$ cat config.mk
export PLATFORM = sky130hd
export DESIGN_NAME = rcr_regulator_bank
export DESIGN_NICKNAME = d
export VERILOG_FILES = /design/src/include/rcr_pkg.sv /design/src/rtl/rcr_i2c_slave.sv /design/src/rtl/rcr_regulator_bank.sv
export SDC_FILE = /design/constraint.sdc
export NUM_CORES = 1
export LEC_CHECK = 0
export BUFFER_PORTS_ARGS = -buffer_cell sky130_fd_sc_hd__buf_2
export CORE_AREA = 5 5 151 189
export CTS_CLUSTER_DIAMETER = 100
export DETAILED_ROUTE_END_ITERATION = 6
export DIE_AREA = 0 0 156 194
export SLEW_MARGIN = 15
export SYNTH_ARGS = -nofsm -noshare
export SYNTH_HDL_FRONTEND = slang
export SYNTH_SLANG_ARGS = --single-unit
$ cat constraint.sdc
create_clock -name ref_clk -period 2.7 [get_ports ref_clk]
set_input_delay 0.405 -clock ref_clk [delete_from_list [all_inputs] [get_ports ref_clk]]
set_output_delay 0.405 -clock ref_clk [all_outputs]
set_load 0.02 [all_outputs]
$ cat src/include/rcr_pkg.sv
// Shared constants and types for the regulator control register bank
package rcr_pkg;
  localparam logic [7:0] ADDR_B1_CTRL = 8'h22;
  localparam logic [7:0] ADDR_B2_PRI  = 8'h30;
  localparam logic [7:0] ADDR_B2_SEC  = 8'h31;
  localparam logic [7:0] ADDR_B2_CTRL = 8'h32;
  localparam logic [7:0] ADDR_B3_PRI  = 8'h40;
  localparam logic [7:0] ADDR_B3_SEC  = 8'h41;
  localparam logic [7:0] ADDR_B3_CTRL = 8'h42;
  localparam logic [7:0] ADDR_L1_SET  = 8'h50;
  localparam logic [7:0] ADDR_L1_CTRL = 8'h51;
  localparam logic [7:0] ADDR_L2_SET  = 8'h54;
  localparam logic [7:0] ADDR_L2_CTRL = 8'h55;

  localparam int NUM_REG  = 5;
  localparam int NUM_SET  = 6;
  localparam int NUM_BUCK = 3;
  localparam int NUM_LDO  = 2;
  localparam int SET_W    = 6;
  localparam int DELAY_W  = 3;

  localparam logic [2:0] IDX_B1 = 3'h0;
  localparam logic [2:0] IDX_B2 = 3'h1;
  localparam logic [2:0] IDX_B3 = 3'h2;
  localparam logic [2:0] IDX_L1 = 3'h3;
  localparam logic [2:0] IDX_L2 = 3'h4;

  localparam int BIT_ON    = 7;
  localparam int BIT_SIX   = 6;
  localparam int BIT_FIVE  = 5;
  localparam int DELAY_LSB = 2;
  localparam int BIT_FLT   = 1;
  localparam int BIT_PGOOD = 0;

  localparam logic [7:0] CTRL_WR_MASK = 8'hFE;
  localparam logic [7:0] CTRL_RST     = 8'h00;
  localparam logic [5:0] SET_RST      = 6'h00;
  localparam logic [1:0] RSVD_ZERO    = 2'h0;
  localparam logic [3:0] BYTE_BITS    = 4'h8;

  typedef enum logic [3:0] {
    ST_IDLE, ST_ADDR, ST_ACK_ADDR, ST_REG, ST_ACK_REG,
    ST_WDATA, ST_ACK_WDATA, ST_RDATA, ST_MACK
  } rcr_i2c_state_t;
endpackage : rcr_pkg

$ cat src/rtl/rcr_i2c_slave.sv
// Two-wire serial slave giving byte access to the register bank
`timescale 1ns/10ps
module rcr_i2c_slave #(
  parameter logic [6:0] DEV_ADDR = 7'h2A  // Arbitrary value
) (
  input  wire logic       ref_clk,
  input  wire logic       reset_n,
  input  wire logic       sclIn,
  input  wire logic       sdaIn,
  output logic            sdaOut,
  output logic            sdaOe,
  output logic [7:0]      regAddr,
  output logic            wrEn,
  output logic [7:0]      wrData,
  input  wire logic [7:0] rdData
);
  rcr_pkg::rcr_i2c_state_t state;
  logic [2:0] sclS;
  logic [2:0] sdaS;
  logic       sclF;
  logic       sdaF;
  logic       sclP;
  logic       sdaP;
  logic [3:0] bitCnt;
  logic [7:0] rxShift;
  logic [7:0] txShift;
  logic       readDir;
  logic       masterNack;
  logic       sclRise;
  logic       sclFall;
  logic       startCond;
  logic       stopCond;

  // Three stages; a level counts once stages two and three agree
  always_ff @(posedge ref_clk or negedge reset_n) begin
    if (!reset_n) begin
      sclS <= 3'h7;
      sdaS <= 3'h7;
      sclF <= 1'b1;
      sdaF <= 1'b1;
      sclP <= 1'b1;
      sdaP <= 1'b1;
    end else begin
      sclS <= {sclS[1:0], sclIn};
      sdaS <= {sdaS[1:0], sdaIn};
      if (sclS[1] == sclS[2]) sclF <= sclS[2];
      if (sdaS[1] == sdaS[2]) sdaF <= sdaS[2];
      sclP <= sclF;
      sdaP <= sdaF;
    end
  end

  assign sclRise   = sclF & ~sclP;
  assign sclFall   = ~sclF & sclP;
  assign startCond = sclF & sclP & sdaP & ~sdaF;
  assign stopCond  = sclF & sclP & ~sdaP & sdaF;

  always_ff @(posedge ref_clk or negedge reset_n) begin
    if (!reset_n) begin
      state      <= rcr_pkg::ST_IDLE;
      bitCnt     <= 4'h0;
      rxShift    <= 8'h00;
      txShift    <= 8'h00;
      readDir    <= 1'b0;
      masterNack <= 1'b0;
      regAddr    <= 8'h00;
      wrEn       <= 1'b0;
      wrData     <= 8'h00;
    end else begin
      wrEn <= 1'b0;
      if (startCond) begin
        state  <= rcr_pkg::ST_ADDR;
        bitCnt <= 4'h0;
      end else if (stopCond) begin
        state <= rcr_pkg::ST_IDLE;
      end else if (sclRise) begin
        if (state == rcr_pkg::ST_ADDR || state == rcr_pkg::ST_REG || state == rcr_pkg::ST_WDATA) begin
          rxShift <= {rxShift[6:0], sdaF};
          bitCnt  <= bitCnt + 4'h1;
        end
        if (state == rcr_pkg::ST_MACK) masterNack <= sdaF;
      end else if (sclFall) begin
        unique case (state)
          rcr_pkg::ST_IDLE: ;
          rcr_pkg::ST_ADDR: if (bitCnt == rcr_pkg::BYTE_BITS) begin
            readDir <= rxShift[0];
            state   <= (rxShift[7:1] == DEV_ADDR) ? rcr_pkg::ST_ACK_ADDR : rcr_pkg::ST_IDLE;
          end
          rcr_pkg::ST_ACK_ADDR: begin
            bitCnt  <= 4'h0;
            txShift <= rdData;
            state   <= readDir ? rcr_pkg::ST_RDATA : rcr_pkg::ST_REG;
          end
          rcr_pkg::ST_REG: if (bitCnt == rcr_pkg::BYTE_BITS) begin
            regAddr <= rxShift;
            state   <= rcr_pkg::ST_ACK_REG;
          end
          rcr_pkg::ST_WDATA: if (bitCnt == rcr_pkg::BYTE_BITS) begin
            wrData <= rxShift;
            wrEn   <= 1'b1;
            state  <= rcr_pkg::ST_ACK_WDATA;
          end
          rcr_pkg::ST_ACK_REG, rcr_pkg::ST_ACK_WDATA: begin
            // Pointer advances after each stored byte for burst writes
            if (state == rcr_pkg::ST_ACK_WDATA) regAddr <= regAddr + 8'h01;
            bitCnt <= 4'h0;
            state  <= rcr_pkg::ST_WDATA;
          end
          rcr_pkg::ST_RDATA: if (bitCnt == rcr_pkg::BYTE_BITS - 4'h1) begin
            regAddr <= regAddr + 8'h01;
            state   <= rcr_pkg::ST_MACK;
          end else begin
            txShift <= {txShift[6:0], 1'b0};
            bitCnt  <= bitCnt + 4'h1;
          end
          rcr_pkg::ST_MACK: begin
            bitCnt  <= 4'h0;
            txShift <= rdData;
            state   <= masterNack ? rcr_pkg::ST_IDLE : rcr_pkg::ST_RDATA;
          end
        endcase
      end
    end
  end

  // Open drain: only ever pulls low
  assign sdaOut = 1'b0;
  assign sdaOe  = (state == rcr_pkg::ST_ACK_ADDR) | (state == rcr_pkg::ST_ACK_REG) |
                  (state == rcr_pkg::ST_ACK_WDATA) | ((state == rcr_pkg::ST_RDATA) & ~txShift[7]);
endmodule : rcr_i2c_slave

$ cat src/rtl/rcr_regulator_bank.sv
// Control and status registers for three step-down converters and two linear regulators
// Summary of operation
// - Step-down setpoint follows secondary field while select pin is high.
// - Control bit 7 switches each regulator on or off.
// - Second converter bit 6 selects 180 degree phase shift.
// - Step-down bit 5 forces fixed-frequency operation at all loads.
// - Control bits 4 to 2 hold each regulator's turn-on delay code.
// - Linear regulator delay codes form a group apart from step-down codes.
// - Control bit 1 lets regulator faults raise the interrupt.
// - Control bit 0 reads live power-good status.
// - Third converter bit 6 low lets the push-button enable it.
// - Linear regulator bit 6 discharges output while shut down.
// - Linear regulator bit 5 selects low-quiescent operation.
// - Linear regulators use one 6-bit setpoint, ignoring select pin.
// - All bits return to defaults on supply loss or undervoltage.
`timescale 1ns/10ps
module rcr_regulator_bank #(
  parameter logic [6:0] DEV_ADDR = 7'h2A  // Arbitrary value
) (
  input  wire logic        ref_clk,
  input  wire logic        reset_n,
  input  wire logic        sclIn,
  input  wire logic        sdaIn,
  output logic             sdaOut,
  output logic             sdaOe,
  input  wire logic        setpointSelectPin,
  input  wire logic        pushButtonInput_n,
  input  wire logic [4:0]  regPowerGood,
  input  wire logic [4:0]  regFault,
  output logic [4:0]       regEnable,
  output logic [1:0]       buckPhase180,
  output logic [2:0]       buckPwmForced,
  output logic [8:0]       buckDelayCode,
  output logic [5:0]       ldoDelayCode,
  output logic             faultIrqRequest,
  output logic [5:0]       buck2Setpoint,
  output logic [5:0]       buck3Setpoint,
  output logic [5:0]       ldo1Setpoint,
  output logic [5:0]       ldo2Setpoint,
  output logic [1:0]       ldoOutputDischarge,
  output logic [1:0]       ldoLowQuiescentMode
);
  localparam int SYNC_W = 12;

  logic [7:0]        ctrlReg [rcr_pkg::NUM_REG];
  logic [5:0]        setReg [rcr_pkg::NUM_SET];
  logic [7:0]        regAddr;
  logic              wrEn;
  logic [7:0]        wrData;
  logic [7:0]        rdData;
  logic [SYNC_W-1:0] syncIn;
  logic [SYNC_W-1:0] s1;
  logic [SYNC_W-1:0] s2;
  logic [SYNC_W-1:0] s3;
  logic [SYNC_W-1:0] syncF;
  logic              selF;
  logic              pbF;
  logic [4:0]        pgF;
  logic [4:0]        faultF;
  logic              pbSet;
  logic [3:0]        wrCtrl;
  logic [3:0]        wrSet;
  logic [3:0]        rdCtrl;
  logic [3:0]        rdSet;

  // Returns {hit, index} for a control register address
  function automatic logic [3:0] ctrlSel(input logic [7:0] a);
    unique case (a)
      rcr_pkg::ADDR_B1_CTRL: ctrlSel = {1'b1, rcr_pkg::IDX_B1};
      rcr_pkg::ADDR_B2_CTRL: ctrlSel = {1'b1, rcr_pkg::IDX_B2};
      rcr_pkg::ADDR_B3_CTRL: ctrlSel = {1'b1, rcr_pkg::IDX_B3};
      rcr_pkg::ADDR_L1_CTRL: ctrlSel = {1'b1, rcr_pkg::IDX_L1};
      rcr_pkg::ADDR_L2_CTRL: ctrlSel = {1'b1, rcr_pkg::IDX_L2};
      default:               ctrlSel = 4'h0;
    endcase
  endfunction : ctrlSel

  // Returns {hit, index} for a voltage setpoint register address
  function automatic logic [3:0] setSel(input logic [7:0] a);
    unique case (a)
      rcr_pkg::ADDR_B2_PRI: setSel = 4'h8;
      rcr_pkg::ADDR_B2_SEC: setSel = 4'h9;
      rcr_pkg::ADDR_B3_PRI: setSel = 4'hA;
      rcr_pkg::ADDR_B3_SEC: setSel = 4'hB;
      rcr_pkg::ADDR_L1_SET: setSel = 4'hC;
      rcr_pkg::ADDR_L2_SET: setSel = 4'hD;
      default:              setSel = 4'h0;
    endcase
  endfunction : setSel

  rcr_i2c_slave #(
    .DEV_ADDR (DEV_ADDR)
  ) u_i2c (
    .ref_clk (ref_clk),
    .reset_n (reset_n),
    .sclIn   (sclIn),
    .sdaIn   (sdaIn),
    .sdaOut  (sdaOut),
    .sdaOe   (sdaOe),
    .regAddr (regAddr),
    .wrEn    (wrEn),
    .wrData  (wrData),
    .rdData  (rdData)
  );

  // Push-button is inverted ahead of the stages so reset means released
  assign syncIn = {regFault, regPowerGood, ~pushButtonInput_n, setpointSelectPin};

  always_ff @(posedge ref_clk or negedge reset_n) begin
    if (!reset_n) begin
      s1    <= '0;
      s2    <= '0;
      s3    <= '0;
      syncF <= '0;
    end else begin
      s1    <= syncIn;
      s2    <= s1;
      s3    <= s2;
      syncF <= (syncF & (s2 ^ s3)) | (s2 & ~(s2 ^ s3));
    end
  end

  assign selF   = syncF[0];
  assign pbF    = syncF[1];
  assign pgF    = syncF[6:2];
  assign faultF = syncF[11:7];

  assign wrCtrl = ctrlSel(regAddr);
  assign wrSet  = setSel(regAddr);
  assign rdCtrl = wrCtrl;
  assign rdSet  = wrSet;

  assign pbSet = pbF & ~ctrlReg[rcr_pkg::IDX_B3][rcr_pkg::BIT_SIX];

  // Reset is the supply-loss and undervoltage lockout reset
  always_ff @(posedge ref_clk or negedge reset_n) begin
    if (!reset_n) begin
      for (int i = 0; i < rcr_pkg::NUM_REG; i++) ctrlReg[i] <= rcr_pkg::CTRL_RST;
    end else begin
      for (int i = 0; i < rcr_pkg::NUM_REG; i++) begin
        if (wrEn && wrCtrl[3] && wrCtrl[2:0] == 3'(i)) ctrlReg[i] <= wrData & rcr_pkg::CTRL_WR_MASK;
      end
      // Button press beats a same-cycle software clear
      if (pbSet) ctrlReg[rcr_pkg::IDX_B3][rcr_pkg::BIT_ON] <= 1'b1;
    end
  end

  always_ff @(posedge ref_clk or negedge reset_n) begin
    if (!reset_n) begin
      for (int i = 0; i < rcr_pkg::NUM_SET; i++) setReg[i] <= rcr_pkg::SET_RST;
    end else begin
      for (int i = 0; i < rcr_pkg::NUM_SET; i++) begin
        if (wrEn && wrSet[3] && wrSet[2:0] == 3'(i)) setReg[i] <= wrData[rcr_pkg::SET_W-1:0];
      end
    end
  end

  // Power-good bit is live status, never the stored bit
  always_comb begin
    rdData = 8'h00;
    if (rdCtrl[3]) begin
      rdData = ctrlReg[rdCtrl[2:0]];
      rdData[rcr_pkg::BIT_PGOOD] = pgF[rdCtrl[2:0]];
    end else if (rdSet[3]) begin
      rdData = {rcr_pkg::RSVD_ZERO, setReg[rdSet[2:0]]};
    end
  end

  always_ff @(posedge ref_clk or negedge reset_n) begin
    if (!reset_n) begin
      regEnable     <= '0;
      buckPwmForced <= '0;
      buckDelayCode <= '0;
      ldoDelayCode  <= '0;
    end else begin
      for (int i = 0; i < rcr_pkg::NUM_REG; i++) regEnable[i] <= ctrlReg[i][rcr_pkg::BIT_ON];
      for (int i = 0; i < rcr_pkg::NUM_BUCK; i++) begin
        buckPwmForced[i] <= ctrlReg[i][rcr_pkg::BIT_FIVE];
        buckDelayCode[i*rcr_pkg::DELAY_W +: rcr_pkg::DELAY_W] <=
          ctrlReg[i][rcr_pkg::DELAY_LSB +: rcr_pkg::DELAY_W];
      end
      for (int i = 0; i < rcr_pkg::NUM_LDO; i++) begin
        ldoDelayCode[i*rcr_pkg::DELAY_W +: rcr_pkg::DELAY_W] <=
          ctrlReg[i+rcr_pkg::NUM_BUCK][rcr_pkg::DELAY_LSB +: rcr_pkg::DELAY_W];
      end
    end
  end

  // Third converter's bit 6 is the push-button option, so no phase output
  always_ff @(posedge ref_clk or negedge reset_n) begin
    if (!reset_n) begin
      buckPhase180 <= '0;
    end else begin
      buckPhase180[0] <= ctrlReg[rcr_pkg::IDX_B1][rcr_pkg::BIT_SIX];
      buckPhase180[1] <= ctrlReg[rcr_pkg::IDX_B2][rcr_pkg::BIT_SIX];
    end
  end

  always_ff @(posedge ref_clk or negedge reset_n) begin
    if (!reset_n) begin
      faultIrqRequest <= 1'b0;
    end else begin
      faultIrqRequest <= 1'b0;
      for (int i = 0; i < rcr_pkg::NUM_REG; i++) begin
        if (faultF[i] && ctrlReg[i][rcr_pkg::BIT_FLT]) faultIrqRequest <= 1'b1;
      end
    end
  end

  always_ff @(posedge ref_clk or negedge reset_n) begin
    if (!reset_n) begin
      buck2Setpoint <= rcr_pkg::SET_RST;
      buck3Setpoint <= rcr_pkg::SET_RST;
    end else begin
      buck2Setpoint <= selF ? setReg[1] : setReg[0];
      buck3Setpoint <= selF ? setReg[3] : setReg[2];
    end
  end

  always_ff @(posedge ref_clk or negedge reset_n) begin
    if (!reset_n) begin
      ldo1Setpoint        <= rcr_pkg::SET_RST;
      ldo2Setpoint        <= rcr_pkg::SET_RST;
      ldoOutputDischarge  <= '0;
      ldoLowQuiescentMode <= '0;
    end else begin
      ldo1Setpoint <= setReg[4];
      ldo2Setpoint <= setReg[5];
      for (int i = 0; i < rcr_pkg::NUM_LDO; i++) begin
        ldoOutputDischarge[i] <= ctrlReg[i+rcr_pkg::NUM_BUCK][rcr_pkg::BIT_SIX] &
                                 ~ctrlReg[i+rcr_pkg::NUM_BUCK][rcr_pkg::BIT_ON];
        ldoLowQuiescentMode[i] <= ctrlReg[i+rcr_pkg::NUM_BUCK][rcr_pkg::BIT_FIVE];
      end
    end
  end

  a_primary_setpoint: assert property (
    @(posedge ref_clk) disable iff (!reset_n)
    !selF |=> buck2Setpoint == $past(setReg[0]))
    else $error("buck2 setpoint not primary with select low");

  a_secondary_setpoint: assert property (
    @(posedge ref_clk) disable iff (!reset_n)
    selF ##1 selF |-> buck3Setpoint == $past(setReg[3]))
    else $error("buck3 setpoint not secondary with select high");

  a_enable_write: assert property (
    @(posedge ref_clk) disable iff (!reset_n)
    wrEn && regAddr == rcr_pkg::ADDR_B2_CTRL |-> ##2 regEnable[1] == $past(wrData[7], 2))
    else $error("enable output does not follow written bit");

  a_phase_output: assert property (
    @(posedge ref_clk) disable iff (!reset_n)
    ##1 buckPhase180[1] == $past(ctrlReg[1][6]))
    else $error("phase output mismatch");

  a_mode_output: assert property (
    @(posedge ref_clk) disable iff (!reset_n)
    $rose(ctrlReg[2][5]) |-> buckPwmForced[2] == 1'b0 ##1 buckPwmForced[2])
    else $error("forced PWM output late or early");

  a_buck_delay: assert property (
    @(posedge ref_clk) disable iff (!reset_n)
    ##1 buckDelayCode[5:3] == $past(ctrlReg[1][4:2]))
    else $error("buck delay code mismatch");

  a_ldo_delay_group: assert property (
    @(posedge ref_clk) disable iff (!reset_n)
    ##1 ldoDelayCode[5:3] == $past(ctrlReg[4][4:2]))
    else $error("ldo delay code mismatch");

  a_fault_gate: assert property (
    @(posedge ref_clk) disable iff (!reset_n)
    ##1 faultIrqRequest == $past(|(faultF & {ctrlReg[4][1], ctrlReg[3][1], ctrlReg[2][1],
                                              ctrlReg[1][1], ctrlReg[0][1]})))
    else $error("fault request not gated by enable bits");

  a_pgood_read: assert property (
    @(posedge ref_clk) disable iff (!reset_n)
    regAddr == rcr_pkg::ADDR_L1_CTRL |-> rdData[0] == pgF[3] && rdData[7:1] == ctrlReg[3][7:1])
    else $error("power-good readback wrong");

  a_pushbutton_enable: assert property (
    @(posedge ref_clk) disable iff (!reset_n)
    pbF && !ctrlReg[2][6] |-> ##1 ctrlReg[2][7] ##1 regEnable[2])
    else $error("push-button did not enable third converter");

  a_output_discharge: assert property (
    @(posedge ref_clk) disable iff (!reset_n)
    ctrlReg[3][7] |=> !ldoOutputDischarge[0])
    else $error("discharge applied while regulator on");

  a_low_quiescent: assert property (
    @(posedge ref_clk) disable iff (!reset_n)
    $fell(ctrlReg[4][5]) |=> !ldoLowQuiescentMode[1])
    else $error("low quiescent mode not cleared");

  a_ldo_setpoint: assert property (
    @(posedge ref_clk) disable iff (!reset_n)
    $changed(selF) |=> ldo1Setpoint == $past(setReg[4]))
    else $error("ldo setpoint disturbed by select pin");

  a_reserved_zero: assert property (
    @(posedge ref_clk) disable iff (!reset_n)
    rdSet[3] |-> rdData[7:6] == 2'h0)
    else $error("reserved voltage bits not zero");
endmodule : rcr_regulator_bank

### Word level (Yosys, flattened, before mapping)

Cells that the tools add are included.

* bits in registers: 226
* bits of input ports: 16
* word-level logic and storage cells: 218
* output and inout bits: 56

* bitwise logic cells: 33
* reduce and logical (&&, ||, !) cells: 40
* muxes and demuxes: 52
* eq/ne operators: 45
* add/subtract/negate cells: 2
* $lt $le $gt $ge: 3

Operators with widths (count)
* 8-bit 2-to-1 mux: 8
* 8-bit by 7-bit equality test with 1-bit output (second input constant): 7
* 4-bit 2-to-1 mux: 14
* 8-bit by 6-bit equality test with 1-bit output (second input constant): 4
* 6-bit 2-to-1 mux: 5
* 4-bit one-hot mux with 7 select lines: 1
* 12-bit AND: 2
* 8-bit binary-select mux with 3-bit select: 1
* 4-bit one-hot mux with 6 select lines: 1
* 8-bit one-hot mux with 3 select lines: 1
* 4-bit by 3-bit equality test with 1-bit output (second input constant): 5
* 4-bit one-hot mux with 5 select lines: 1
* 6-bit binary-select mux with 3-bit select: 1
* 1-bit logical AND: 18
* 6-bit AND reduction: 3
* 4-bit by 2-bit inequality test with 1-bit output (second input constant): 4
* 8-bit one-hot mux with 2 select lines: 1
* 1-bit 2-to-1 mux: 13
* 3-bit by 2-bit equality test with 1-bit output (second input constant): 4
* 1-bit NOT: 12
* 12-bit NOT: 1
* 12-bit bitwise OR: 1
* 12-bit XOR: 1
* 1-bit AND: 11
* 33 further kinds: 55

### Logic depth before layout (Yosys ltp)

Gate-level depths: netlist of the first run.

* depth after elaboration: 9
* gate-level depth with buffers: 10
* mapped depth without buffers: 8

### By module

Synthesis of the first run repeated with hierarchy kept, for this count alone.

* cell total of the unflattened synthesis: 679
* area total of the unflattened synthesis: 9108.7 sq um

By module, submodules not included
* rcr_regulator_bank: cells each 417, area each 6369.9 sq um, instances 1, sequential area each 4329.2 sq um
* rcr_i2c_slave: cells each 262, area each 2738.9 sq um, instances 1, sequential area each 1338.8 sq um

### Worst setup path before layout of the first run

No wires, ideal clock.

* path type: reg-to-reg
* start: reg u_i2c.regAddr[0]
* end: reg u_i2c.txShift[0]
* library setup time: 0.121 ns
* period minus slack after synthesis: 2.378 ns
* buffers on the path: 1
* data arrival time: 2.256 ns
* cell stages (with the launch flop): 10
* data required time: 2.579 ns
* setup slack: 0.322 ns
* path through: dfrtp_1 -> inv_1 -> ha_1 -> inv_1 -> or4_1 -> and2_1 -> buf_6 -> mux2_1 -> a32o_1 -> o22a_1

* word-level cells in the longest chain between the ends: 9
* elaborated cells on any way between the ends: 22
* those cells by class: eq/ne: 11; mux: 10; bitwise: 1

RTL lines
* start: declaration: RTL line rcr_i2c_slave.sv:12 `output logic [7:0] regAddr,`
* start signal: assignment: RTL line rcr_i2c_slave.sv:95 `regAddr <= rxShift;`
* start signal: assignment: RTL line rcr_i2c_slave.sv:105 `if (state == rcr_pkg::ST_ACK_WDATA) regAddr <= regAddr + 8'h01;`
* start signal: assignment: RTL line rcr_i2c_slave.sv:110 `regAddr <= regAddr + 8'h01;`
* 8-bit by 7-bit equality test with 1-bit output / 8-bit by 6-bit equality test with 1-bit output (equally long branches): RTL line rcr_regulator_bank.sv:80 `unique case (a)`
* 4-bit one-hot mux with 6 select lines: RTL line rcr_regulator_bank.sv:80
* 3-bit NOT with 4-bit output (not written as such): RTL line rcr_regulator_bank.sv:165 `rdData = {rcr_pkg::RSVD_ZERO, setReg[rdSet[2:0]]};`
* 6-bit binary-select mux with 3-bit select: RTL line rcr_regulator_bank.sv:165
* 6-bit 2-to-1 mux (not written as such) (2 in series): RTL line rcr_regulator_bank.sv:165
* 6-bit 2-to-1 mux: RTL line rcr_regulator_bank.sv:164 `end else if (rdSet[3]) begin`
* 8-bit 2-to-1 mux (*): RTL line rcr_regulator_bank.sv:161 `if (rdCtrl[3]) begin`
* 8-bit one-hot mux with 2 select lines (*): RTL line rcr_i2c_slave.sv:83 `unique case (state)`
* end signal: assignment: RTL line rcr_i2c_slave.sv:91 `txShift <= rdData;`
* end signal: assignment: RTL line rcr_i2c_slave.sv:113 `txShift <= {txShift[6:0], 1'b0};`
* end signal: assignment: RTL line rcr_i2c_slave.sv:118 `txShift <= rdData;`
* end: declaration: RTL line rcr_i2c_slave.sv:26 `logic [7:0] txShift;`

Every way passes the cells marked *; elsewhere a longest branch is shown, timed or not. The select of a mux whose other input is x is not followed.
A chain may end at the register's enable or synchronous reset.

### Worst setup path in the final report of the first run

* start: reg u_i2c.regAddr[3]
* end: reg u_i2c.txShift[4]

Same word-level chain as after synthesis.

==> results of run 1 <==
-- cell type report --
type                       instances  area, um^2
fill                            2473       15600
sequential                       226        5670
multi-input combinational        411        3220
timing repair buffer             119         788
clock buffer                      30         654
tap                              345         432
clock inverter                    14         139
inverter                          14        52.6
-- cells by family (layout without fill, tap and decap cells) --
group,after synthesis,count (layout),synth area share
muxes,120,120,0.147
AOI/OAI and AO/OA,122,122,0.0903
buffers and inverters,45,177,0.0208
xor gates and xnor gates,2,2,0.00193
DFF,226,226,0.624
and+or+nand+nor,146,146,0.0915
other,1,1,0.000413
adders and majority gates,20,20,0.0237
-- cell usage in the layout (no fill, tap or decap), drive strengths merged, types with 4 or more instances in the layout --
cell	netlist	layout
nand4	8	8
or2	4	4
a21oi	22	22
nand3	12	12
mux2	106	106
buf	11	105
a22oi	15	15
nor2b	11	11
and3	4	4
o31ai	5	5
clkinv	0	7
o22ai	10	10
o211ai	10	10
a31oi	7	7
inv	14	16
maj3	14	14
a211oi	7	7
dlygate4sd3	0	14
nor3	12	12
mux2i	14	14
dfstp	10	10
nand2b	8	8
dfrtp	216	216
nand2	36	36
nand3b	4	4
nor2	26	26
a211o	4	4
clkbuf	20	30
o21ai	25	25
ha	6	6
-- metal layers --
layer	vias to the layer above	track usage
li1	2712	-
met1	2903	0.181
met2	134	0.237
met3	36	0.0201
met4	0	0.0422
met5	-	0
-- power by group through the flow --
stage               registers, mW  logic, mW  clock network (mW)
finish                       4.02       1.41                3.28
global route                 4.07       1.59                3.51
CTS                          4.02       1.42                3.39
detailed placement           4.09       1.40                   0
global placement             4.09       1.39                   0
floorplan                    3.84       1.08                   0
-- critical path, stage by stage (launching register included) --
cell and delay (ps):
dfrtp_1 530, or2_2 470, nor3_4 400, mux2_2 410, a211oi_1 340, a211o_1 160, o211ai_1 80
-- metrics by stage --
stage	utilization	total power, mW	area [um^2]
6_report	0.412	8.71	11000
2_1_floorplan	-	4.92	9080
3_5_place_dp	0.377	5.49	10000
4_1_cts	0.412	8.83	11000
3_3_place_gp	0.377	5.47	10000
5_1_grt	0.412	9.17	11000
-- timing repair --
item	CTS	global route
hold endpoints to repair	63	0
endpoints found under the setup margin	0	20
gates resized for setup	0	1
hold buffers	14	0
-- state kept, by name, indices dropped and copies added (netlist names), 8 cells and up, named ones only --
name	flops
buckDelayCode	9
ctrlReg	35
s1	12
s2	12
s3	12
setReg	36
u_i2c.regAddr	8
u_i2c.rxShift	8
u_i2c.txShift	8
u_i2c.wrData	8
-- how the worst max path moves through the flow --
stage / from / to / slack [ps] / cells past startpoint
CTS: u_i2c.regAddr[0] / u_i2c.txShift[0] / 90 / 8
global placement: u_i2c.regAddr[0] / u_i2c.txShift[0] / 180 / 8
floorplan: u_i2c.regAddr[0] / u_i2c.txShift[0] / 320 / 9
global route: u_i2c.regAddr[0] / u_i2c.txShift[0] / 70 / 8
finish: u_i2c.regAddr[3] / u_i2c.txShift[4] / 190 / 6
detailed placement: u_i2c.regAddr[0] / u_i2c.txShift[0] / 110 / 8
==> results by group, run 1 <==
Synth
  – Cells after Synth: 682
  – Net count after synthesis: 704
  – Most frequent cell after synthesis: dfrtp_1
  – Synthesized area: 0.00908 mm^2
  – Seq/Total Area, Yosys: 0.624
  – Post-synthesis register bit count: between 200 and 250
  – Yosys top cell by area: dfrtp_1
  – EDFF count, synth: 0
  – Mean post-synth cell area: roughly 13 um^2
  – Top post-synthesis cells by count: 216 x dfrtp_1, 103 x mux2_2, 36 x nand2_1, 26 x nor2_1, 25 x o21ai_0
  – FFs w/ async S/R, synth: 1.00
  – Synthesis Warnings: 0
  – Ys flop type: dfrtp_1
  – Synth area leaders: dfrtp_1 60%, mux2_2 13%, dfstp_2 2.9%
  – Post-synth top area share: 0.595
  – Post-synth cell types: between 60 and 70

STA
  – Worst slew pin tran: 618 ps
  – RSZ-0062 raised after global routing: no
  – Fin Clk Skew: 16.1 ps
  – Fmax: 398 MHz
  – Final WS setup: 190 ps
  – Final setup violation count: 0
  – Tmin final: 2510 ps
  – Final hold vios: 0
  – Hold slack final: approximately 40 ps
  – Max_slew headroom: 0.582
  – Final period utilization: 0.929
  – Post-route setup TNS: 0 ps
  – Fin. max-slew vios: 0

Global routing
  – Largest net degree at the start of global routing: 61
  – First-pass GRT wire length: 34,000 um
  – Number of global-route vias before repair: 5,960
  – Gr ovfl total: 0
  – Initial antenna violation count: 0
  – GRT Total Usage: 0.139

Worst hold path
  – Hold_sp: pushButtonInput_n
  – Hold path cells: 2
  – Hold Path End: s1[1]
  – Tightest Hold Check Type: in2reg

Cells and area
  – Area growth from synthesis to layout: 20.7%
  – # diodes: 0
  – Final Non-Filler Cells: 1,159
  – Share of layout cells above drive strength 1: 0.332
  – Nets: 818

Die
  – Initial Utilization: 0.342
  – Core Rows: 67
  – Die Width: 156 um
  – DIE HEIGHT: roughly 190 um
  – Core Box Area: ~0.027 mm^2
  – Area of the die: 0.0303 mm^2
  – Ports: 72

Clock tree
  – Num Clock Sinks: 226
  – Clk Latency, worst-skew pair: approximately 520 ps
  – CTS tree: done
  – Clock-pin slew on the worst setup and hold paths: 70 ps
  – Clock tree buffer depth: 3
  – Post-CTS setup buffer count: 0
  – Clock Tree Root: clkbuf_16
  – Htree depth: 1
  – Num CTS Buffers: 24

Route
  – TritonRoute pass-1 iters: 4
  – Routed wire length: 20,700 um
  – WL per Instance: about 18 um
  – WL met1: 8540 um
  – Final ANT Viol Nets: 0
  – Initial DRC count: between 300 and 400
  – Routed length on met2: roughly 11,000 um
  – WL met3: 958 um
  – # DRC: 0
  – Via count: a little under 6,000
  – Vias per cell: 4.99
  – Top Layer Used: met4

Power and ir drop
  – Clock power share: 0.376
  – Switching share of total power: 0.295
  – Sequential cell fraction of total power: 0.462
  – P_sw: 2.57 mW
  – Peak supply drop: 0.000418 V
  – PD cells: roughly 800 mW/mm^2
  – LEAKAGE: 5.25 nW
  – Internal: 6.14 mW
  – Gate power share: 0.162

Placement
  – Worst slack at placement: 109 ps
  – Cells after DPL: 1,101
  – GPL Wtd Cong: 0.846
  – Post-DP HPWL: 14,600 um
  – Buffers added on ports: 70

Worst setup path
  – R2r endpoint: u_i2c.txShift[4]
  – R2R setup slack: 190 ps
  – Crit path max fanout: 12
  – Worst setup EP type: flip-flop
  – Crit path DAT: 2910 ps
  – Setup crit start kind: flip-flop
  – R2R depth: 6
  – Worst EP required: 3100 ps
  – Reg-to-Reg Start: u_i2c.regAddr[3]
  – WS Path Type: reg2reg

Run status
  – Status: finished, final reports clean

Job
  – Max Cap Violations: 0
Note: power is estimated with default switching activity, not from simulation.
==> inputs of run 2 (changes only) <==
--- a/config.mk
+++ b/config.mk
@@ -7,9 +7,11 @@
 export LEC_CHECK = 0
 export BUFFER_PORTS_ARGS = -buffer_cell sky130_fd_sc_hd__buf_2
 export CORE_AREA = 5 5 151 189
+export CTS_BUF_LIST = sky130_fd_sc_hd__clkbuf_2
 export CTS_CLUSTER_DIAMETER = 100
 export DETAILED_ROUTE_END_ITERATION = 6
 export DIE_AREA = 0 0 156 194
+export SKIP_LAST_GASP = 1
 export SLEW_MARGIN = 15
 export SYNTH_ARGS = -nofsm -noshare
 export SYNTH_HDL_FRONTEND = slang
==> run 2 against run 1 <==
Total power down 12%. Worst setup slack improved by 41 ps. Utilization fell by 1.0 points. Largest cell class unchanged. Die area did not move. Critical endpoint is now u_i2c.txShift[0]. Count of clock-buffer cells in the layout increased by 51. Critical path depth rose by 1. Critical path type unchanged. Via count increased by 3.7%. Flip-flop and latch count unchanged.
==> results by group, run 2 (synthesis results as in run 1) <==
Clock tree
  – CTS tree: done
  – Clock Tree Root: clkbuf_2
  – Htree depth: 2
  – Post-CTS setup buffer count: 0
  – Clock tree buffer depth: 3
  – Num CTS Buffers: 56
  – Clock-pin slew on the worst setup and hold paths: 110 ps
  – Num Clock Sinks: 226
  – Clk Latency, worst-skew pair: 830 ps

Cells and area
  – Max reg flops: 36
  – Most frequent cells in the layout: 215 x dfrtp_1, 103 x mux2_2, 81 x clkbuf_2, 69 x buf_2, 36 x nand2_1
  – Most common cell after layout, fill and taps aside: dfrtp_1
  – Share of layout cells above drive strength 1: 0.367
  – Nets: 851
  – Fillers: 2,562
  – Post-route cell area: roughly 0.011 mm^2
  – Area growth from synthesis to layout: 17.7%
  – Largest regs: setReg x36, ctrlReg x35
  – Most flop-heavy register: setReg

Global routing
  – Met3 Usage GRT: 0.0292
  – Busiest grt layer: met2
  – Gr ovfl total: 0
  – Met2 global-route usage: 0.235
  – Initial antenna violation count: 1
  – Largest net degree at the start of global routing: 61
  – Number of global-route vias before repair: a little over 6,000
  – GRT Total Usage: 0.142
  – Met1 Usage GRT: 0.181
  – First-pass GRT wire length: 34,600 um

Die
  – Ports: 72
  – Area of the die: just over 0.03 mm^2
  – Core Box Area: 0.0266 mm^2
  – DIE HEIGHT: roughly 190 um
  – Initial Utilization: 0.342
  – Die Width: 156 um
  – Core Rows: 67

Job
  – Max Cap Violations: 0

Route
  – Initial DRC count: approximately 370
  – Via count: 6,001
  – # DRC: 0
  – TritonRoute pass-1 iters: 7
  – WL per Instance: 17.1 um
  – Final ANT Viol Nets: 0
  – Vias per cell: about 5
  – Routed wire length: 20,700 um

Worst setup path
  – Crit path DAT: between 3000 and 4000 ps
  – Slowest CP cell: or4_1
  – Crit-path max cell delay: 450 ps
  – Crit path max fanout: 14
  – WS Path Type: reg2reg
  – Worst EP required: 3400 ps
  – R2R depth: 7
  – Cell Chain, Critical Path: buf_4 > nand4bb_1 > or4_1 > and2_2 > mux2_1 > a32o_1 > o22a_1
  – Worst setup EP type: flip-flop
  – Setup crit start kind: flip-flop

STA
  – Worst slew pin tran: 642 ps
  – Fin Clk Skew: ~100 ps
  – Final hold vios: 0
  – Post-route setup TNS: 0 ps
  – RSZ-0062 raised after global routing: no
  – Tmin final: 2470 ps
  – Max_slew headroom: 0.572
  – Final setup violation count: 0
  – Final period utilization: 0.914
  – Fin. max-slew vios: 0
  – Fmax: around 410 MHz

Placement
  – GPL Wtd Cong: 0.846
  – Buffers added on ports: 70
  – Post-DP HPWL: around 15,000 um
  – Placement Cell Area: 0.0100 mm^2

Worst hold path
  – Tightest Hold Check Type: in2async

Power and ir drop
  – PD cells: approximately 700 mW/mm^2
  – Peak supply drop: a little under 0.0003 V
  – LEAKAGE: between 5 and 6 nW

Run status
  – Status: finished, final reports clean
-- run 2: worst max-delay path: cells and delay by family (launching register included) --
| family | cells | cell delay (ps) |
|---|---|---|
| mux | 1 | 360 |
| buf+inv | 1 | 210 |
| flops | 1 | 380 |
| compound gates | 2 | 420 |
| simple gates | 3 | 970 |
-- run 2: per-stage QoR --
step                      setup slack, ps   util  power, mW  hold WS (ps)  instances
final                                 232  0.402       7.64           126       1215
after global placement                179  0.377       5.47           336       1101
after global routing                 37.9  0.402       8.18          80.5       1215
after floorplan                       322      -       4.92           109        682
after detailed placement              109  0.377       5.49           335       1101
after CTS                             117  0.402       7.78          58.5       1214
-- run 2: report_power, final --
part / switching [mW] / internal, mW / leakage [nW] / total, mW
sequential: 0.399 / 3.62 / 2.98 / 4.02
clock: 1.30 / 0.901 / 0.386 / 2.20
combinational: 0.830 / 0.590 / 1.89 / 1.42
total: 2.53 / 5.11 / 5.25 / 7.64
-- run 2: final timing paths --
kind / start / end / slack [ps]
worst min-delay path: reset_n / setReg[8] / 130
worst min register to register: s1[9] / s2[9] / 340
max in group asynchronous: reset_n / u_i2c.sclF / 1650
min in group ref_clk: setpointSelectPin / s1[0] / 250
worst max-delay path: u_i2c.regAddr[4] / u_i2c.txShift[0] / 230
worst max register to register: u_i2c.regAddr[4] / u_i2c.txShift[0] / 230
-- run 2: cell type report --
cell class	count	area (um^2)	area share
well taps	345	432	0.0404
multi-input cells	411	3220	0.302
flip-flops and latches	226	5670	0.531
clock inverters	17	98.8	0.00925
repair buffers	120	798	0.0747
inverters	14	52.6	0.00492
clock buffers	81	405	0.0380
diodes	1	2.50	0.000234
-- run 2: repair_timing --
action / 4_1_cts / 5_1_grt
hold endpoints to repair: 209 / 0
hold buffers: 15 / 0
gates resized for setup: 1 / 1
gates cloned: 0 / 0
endpoints found under the setup margin: 1 / 6
-- run 2: layer usage --
layer,wire length [um],share of wire
met1,8450,0.41
met2,10600,0.51
met3,1090,0.053
met4,621,0.030
met5,0,0
==> inputs of run 3 (changes only) <==
--- a/config.mk
+++ b/config.mk
@@ -5,12 +5,14 @@
 export SDC_FILE = /design/constraint.sdc
 export NUM_CORES = 1
 export LEC_CHECK = 0
-export BUFFER_PORTS_ARGS = -buffer_cell sky130_fd_sc_hd__buf_2
+export ABC_AREA = 1
+export BUFFER_PORTS_ARGS = -buffer_cell sky130_fd_sc_hd__buf_4
 export CORE_AREA = 5 5 151 189
 export CTS_BUF_LIST = sky130_fd_sc_hd__clkbuf_2
 export CTS_CLUSTER_DIAMETER = 100
 export DETAILED_ROUTE_END_ITERATION = 6
 export DIE_AREA = 0 0 156 194
+export MAX_ROUTING_LAYER = met4
 export SKIP_LAST_GASP = 1
 export SLEW_MARGIN = 15
 export SYNTH_ARGS = -nofsm -noshare
==> run 3 against run 2 <==
Highest routed layer unchanged. Final area is 0.96% higher. Worst setup slack better by 4.5 ps. Synthesized cell count is 41% higher. Fmax is 0.18% higher. Utilization is 0.39 points higher. Count of clock-buffer cells in the layout stayed put. Critical path depth is 3 lower. Die area stayed put. Largest cell class unchanged. Sequential share of layout area is 0.52 points lower. Wire length is 0.52% lower. Synthesized area is 0.66% higher. Total power is 5.1% lower.
==> results by group, run 3 <==
Clock tree
  – Num CTS Buffers: 54
  – CTS tree: done
  – Clock tree buffer depth: 3
  – Num Clock Sinks: approximately 230
  – Clock Tree Root: clkbuf_2
  – Htree depth: 2
  – Clock-pin slew on the worst setup and hold paths: 110 ps
  – Clk Latency, worst-skew pair: between 800 and 900 ps

Cells and area
  – Most common cell after layout, fill and taps aside: nand2_1
  – Most flop-heavy register: setReg
  – Max reg flops: 36
  – Share of layout cells above drive strength 1: 0.189
  – Area growth from synthesis to layout: 18.0%
  – Nets: roughly 1,100
  – Largest regs: setReg x36, ctrlReg x35
  – Post-route cell area: 0.0108 mm^2
  – Most frequent cells in the layout: 292 x nand2_1, 216 x dfrtp_1, 97 x o21ai_0, 93 x inv_1, 82 x buf_4
  – Final Non-Filler Cells: ~1,500

Worst setup path
  – Crit path DAT: between 2000 and 2500 ps
  – R2R setup slack: 400 ps
  – WS Path Type: reg2out
  – Worst setup EP type: output port
  – Worst EP required: about 2300 ps
  – Reg-to-Reg Start: u_i2c.regAddr[0]
  – CP Launch Point: u_i2c.state[3]
  – Setup crit start kind: flip-flop
  – Crit path max fanout: 4

Global routing
  – First-pass GRT wire length: ~35,000 um
  – Busiest grt layer: met2
  – Number of global-route vias before repair: 6,976
  – Met2 global-route usage: 0.240
  – Met3 Usage GRT: 0.0292
  – GRT Total Usage: 0.145
  – Initial antenna violation count: 1
  – Largest net degree at the start of global routing: a little over 80
  – Met1 Usage GRT: 0.171
  – Gr ovfl total: 0

Synth
  – Synthesis Warnings: 0
  – Post-synth top area share: 0.592
  – Net count after synthesis: 987
  – FFs w/ async S/R, synth: 1.00
  – Seq/Total Area, Yosys: 0.620
  – Synth area leaders: dfrtp_1 59%, nand2_1 12%, o21ai_0 5.3%
  – Yosys top cell by area: dfrtp_1
  – Post-synth cell types: 42
  – Top post-synthesis cells by count: 292 x nand2_1, 216 x dfrtp_1, 97 x o21ai_0, 93 x inv_1, 58 x nor2_1
  – Cells after Synth: 965
  – Synthesized area: 0.00914 mm^2
  – Most frequent cell after synthesis: nand2_1
  – Mean post-synth cell area: 9.47 um^2
  – Ys flop type: dfrtp_1
  – EDFF count, synth: 0
  – Post-synthesis register bit count: 226

Die
  – Initial Utilization: 0.344
  – DIE HEIGHT: 194 um
  – Ports: 72
  – Core Rows: 67
  – Area of the die: 0.0303 mm^2
  – Core Box Area: 0.0266 mm^2
  – Die Width: 156 um

STA
  – Max_slew headroom: 0.518
  – Fin. max-slew vios: 0
  – RSZ-0062 raised after global routing: no
  – Tmin final: about 2500 ps
  – Hold slack final: roughly 140 ps
  – Final hold vios: 0
  – Final setup violation count: 0
  – Post-route setup TNS: 0 ps
  – Fin Clk Skew: 57.9 ps
  – Fmax: 406 MHz
  – Worst slew pin tran: roughly 720 ps
  – Final period utilization: 0.913

Job
  – Max Cap Violations: 0

Route
  – Initial DRC count: around 380
  – Vias per cell: 4.59
  – TritonRoute pass-1 iters: 5
  – Routed wire length: between 20,000 and 25,000 um
  – # DRC: 0
  – WL per Instance: 13.9 um
  – Final ANT Viol Nets: 0
  – Via count: around 7,000

Placement
  – GPL Wtd Cong: 0.880
  – Post-DP HPWL: ~15,000 um
  – Placement Cell Area: ~0.01 mm^2
  – Buffers added on ports: 70
  – Cells after DPL: between 1,000 and 1,500

Power and ir drop
  – LEAKAGE: 5.34 nW
  – Peak supply drop: 0.000292 V
  – PD cells: about 670 mW/mm^2

Run status
  – Status: finished, final reports clean

Worst hold path
  – Tightest Hold Check Type: in2async
run 3: cell types whose count changed after synthesis, sizes merged, moves of 13 or more:
cell / delta
o21ai: +93
a22oi: -15
inv: +86
clkbuf: -15
nand3: +28
nor2: +42
nand2: +262
mux2i: -13
mux2: -106
run 3: metal layers:
layer,wire (um),share of wire
met1,8510,0.41
met2,10600,0.51
met3,909,0.044
met4,650,0.031
met5,0,0
run 3: stage by stage:
stage          utilization  worst slack, ps  total power, mW
2_1_floorplan            -              846             4.57
3_3_place_gp         0.379              486             4.94
3_5_place_dp         0.379              402             4.96
4_1_cts              0.406              108             7.38
5_1_grt              0.406             39.6             7.76
6_report             0.406              236             7.26
run 3: final timing paths:
| check | to | depth (start not counted) |
|---|---|---|
| max | sdaOe | 4 |
| min | buckDelayCode[5] | 2 |
| max reg2reg | setReg[27] | 9 |
| min reg2reg | s2[2] | 0 |
| max in group asynchronous | u_i2c.sclP | 3 |
| min in group ref_clk | s1[10] | 2 |
run 3: critical path: stages (launching register included):
cell and delay [ps]:
dfrtp_1 430, nor2_2 170, nand2_1 120, o311ai_2 340
buf_4 210
run 3: cell type report:
class,count,area (um^2)
fillers,2684,15800
well taps,345,432
clock inverters,19,126
clock buffers,81,405
flip-flops and latches,226,5670
repair buffers,100,821
inverters,101,379
multi-input cells,613,2950
diodes,1,2.50
run 3: where the power goes:
group          internal, mW  leakage, nW  switching (mW)
clock network         0.995        0.399            1.31
logic                 0.395         1.96           0.808
registers              3.58         2.98           0.164
run 3: logic make-up after synthesis:
logic type	Yosys count	synth area share
compound gates	160	0.0967
mux	1	0.00110
flops	226	0.620
buf+inv	126	0.0581
simple gates	428	0.197
fa+ha+maj	20	0.0236
other cells	1	0.000410
xor+xnor	3	0.00288
run 3: what timing repair did:
item,4_1_cts,5_1_grt
resized for setup,2,1
gates cloned,0,0
pin swaps,1,0
buffers inserted,1,0
endpoints found under the setup margin,1,1
hold buffers,15,0
hold endpoints to repair,159,0
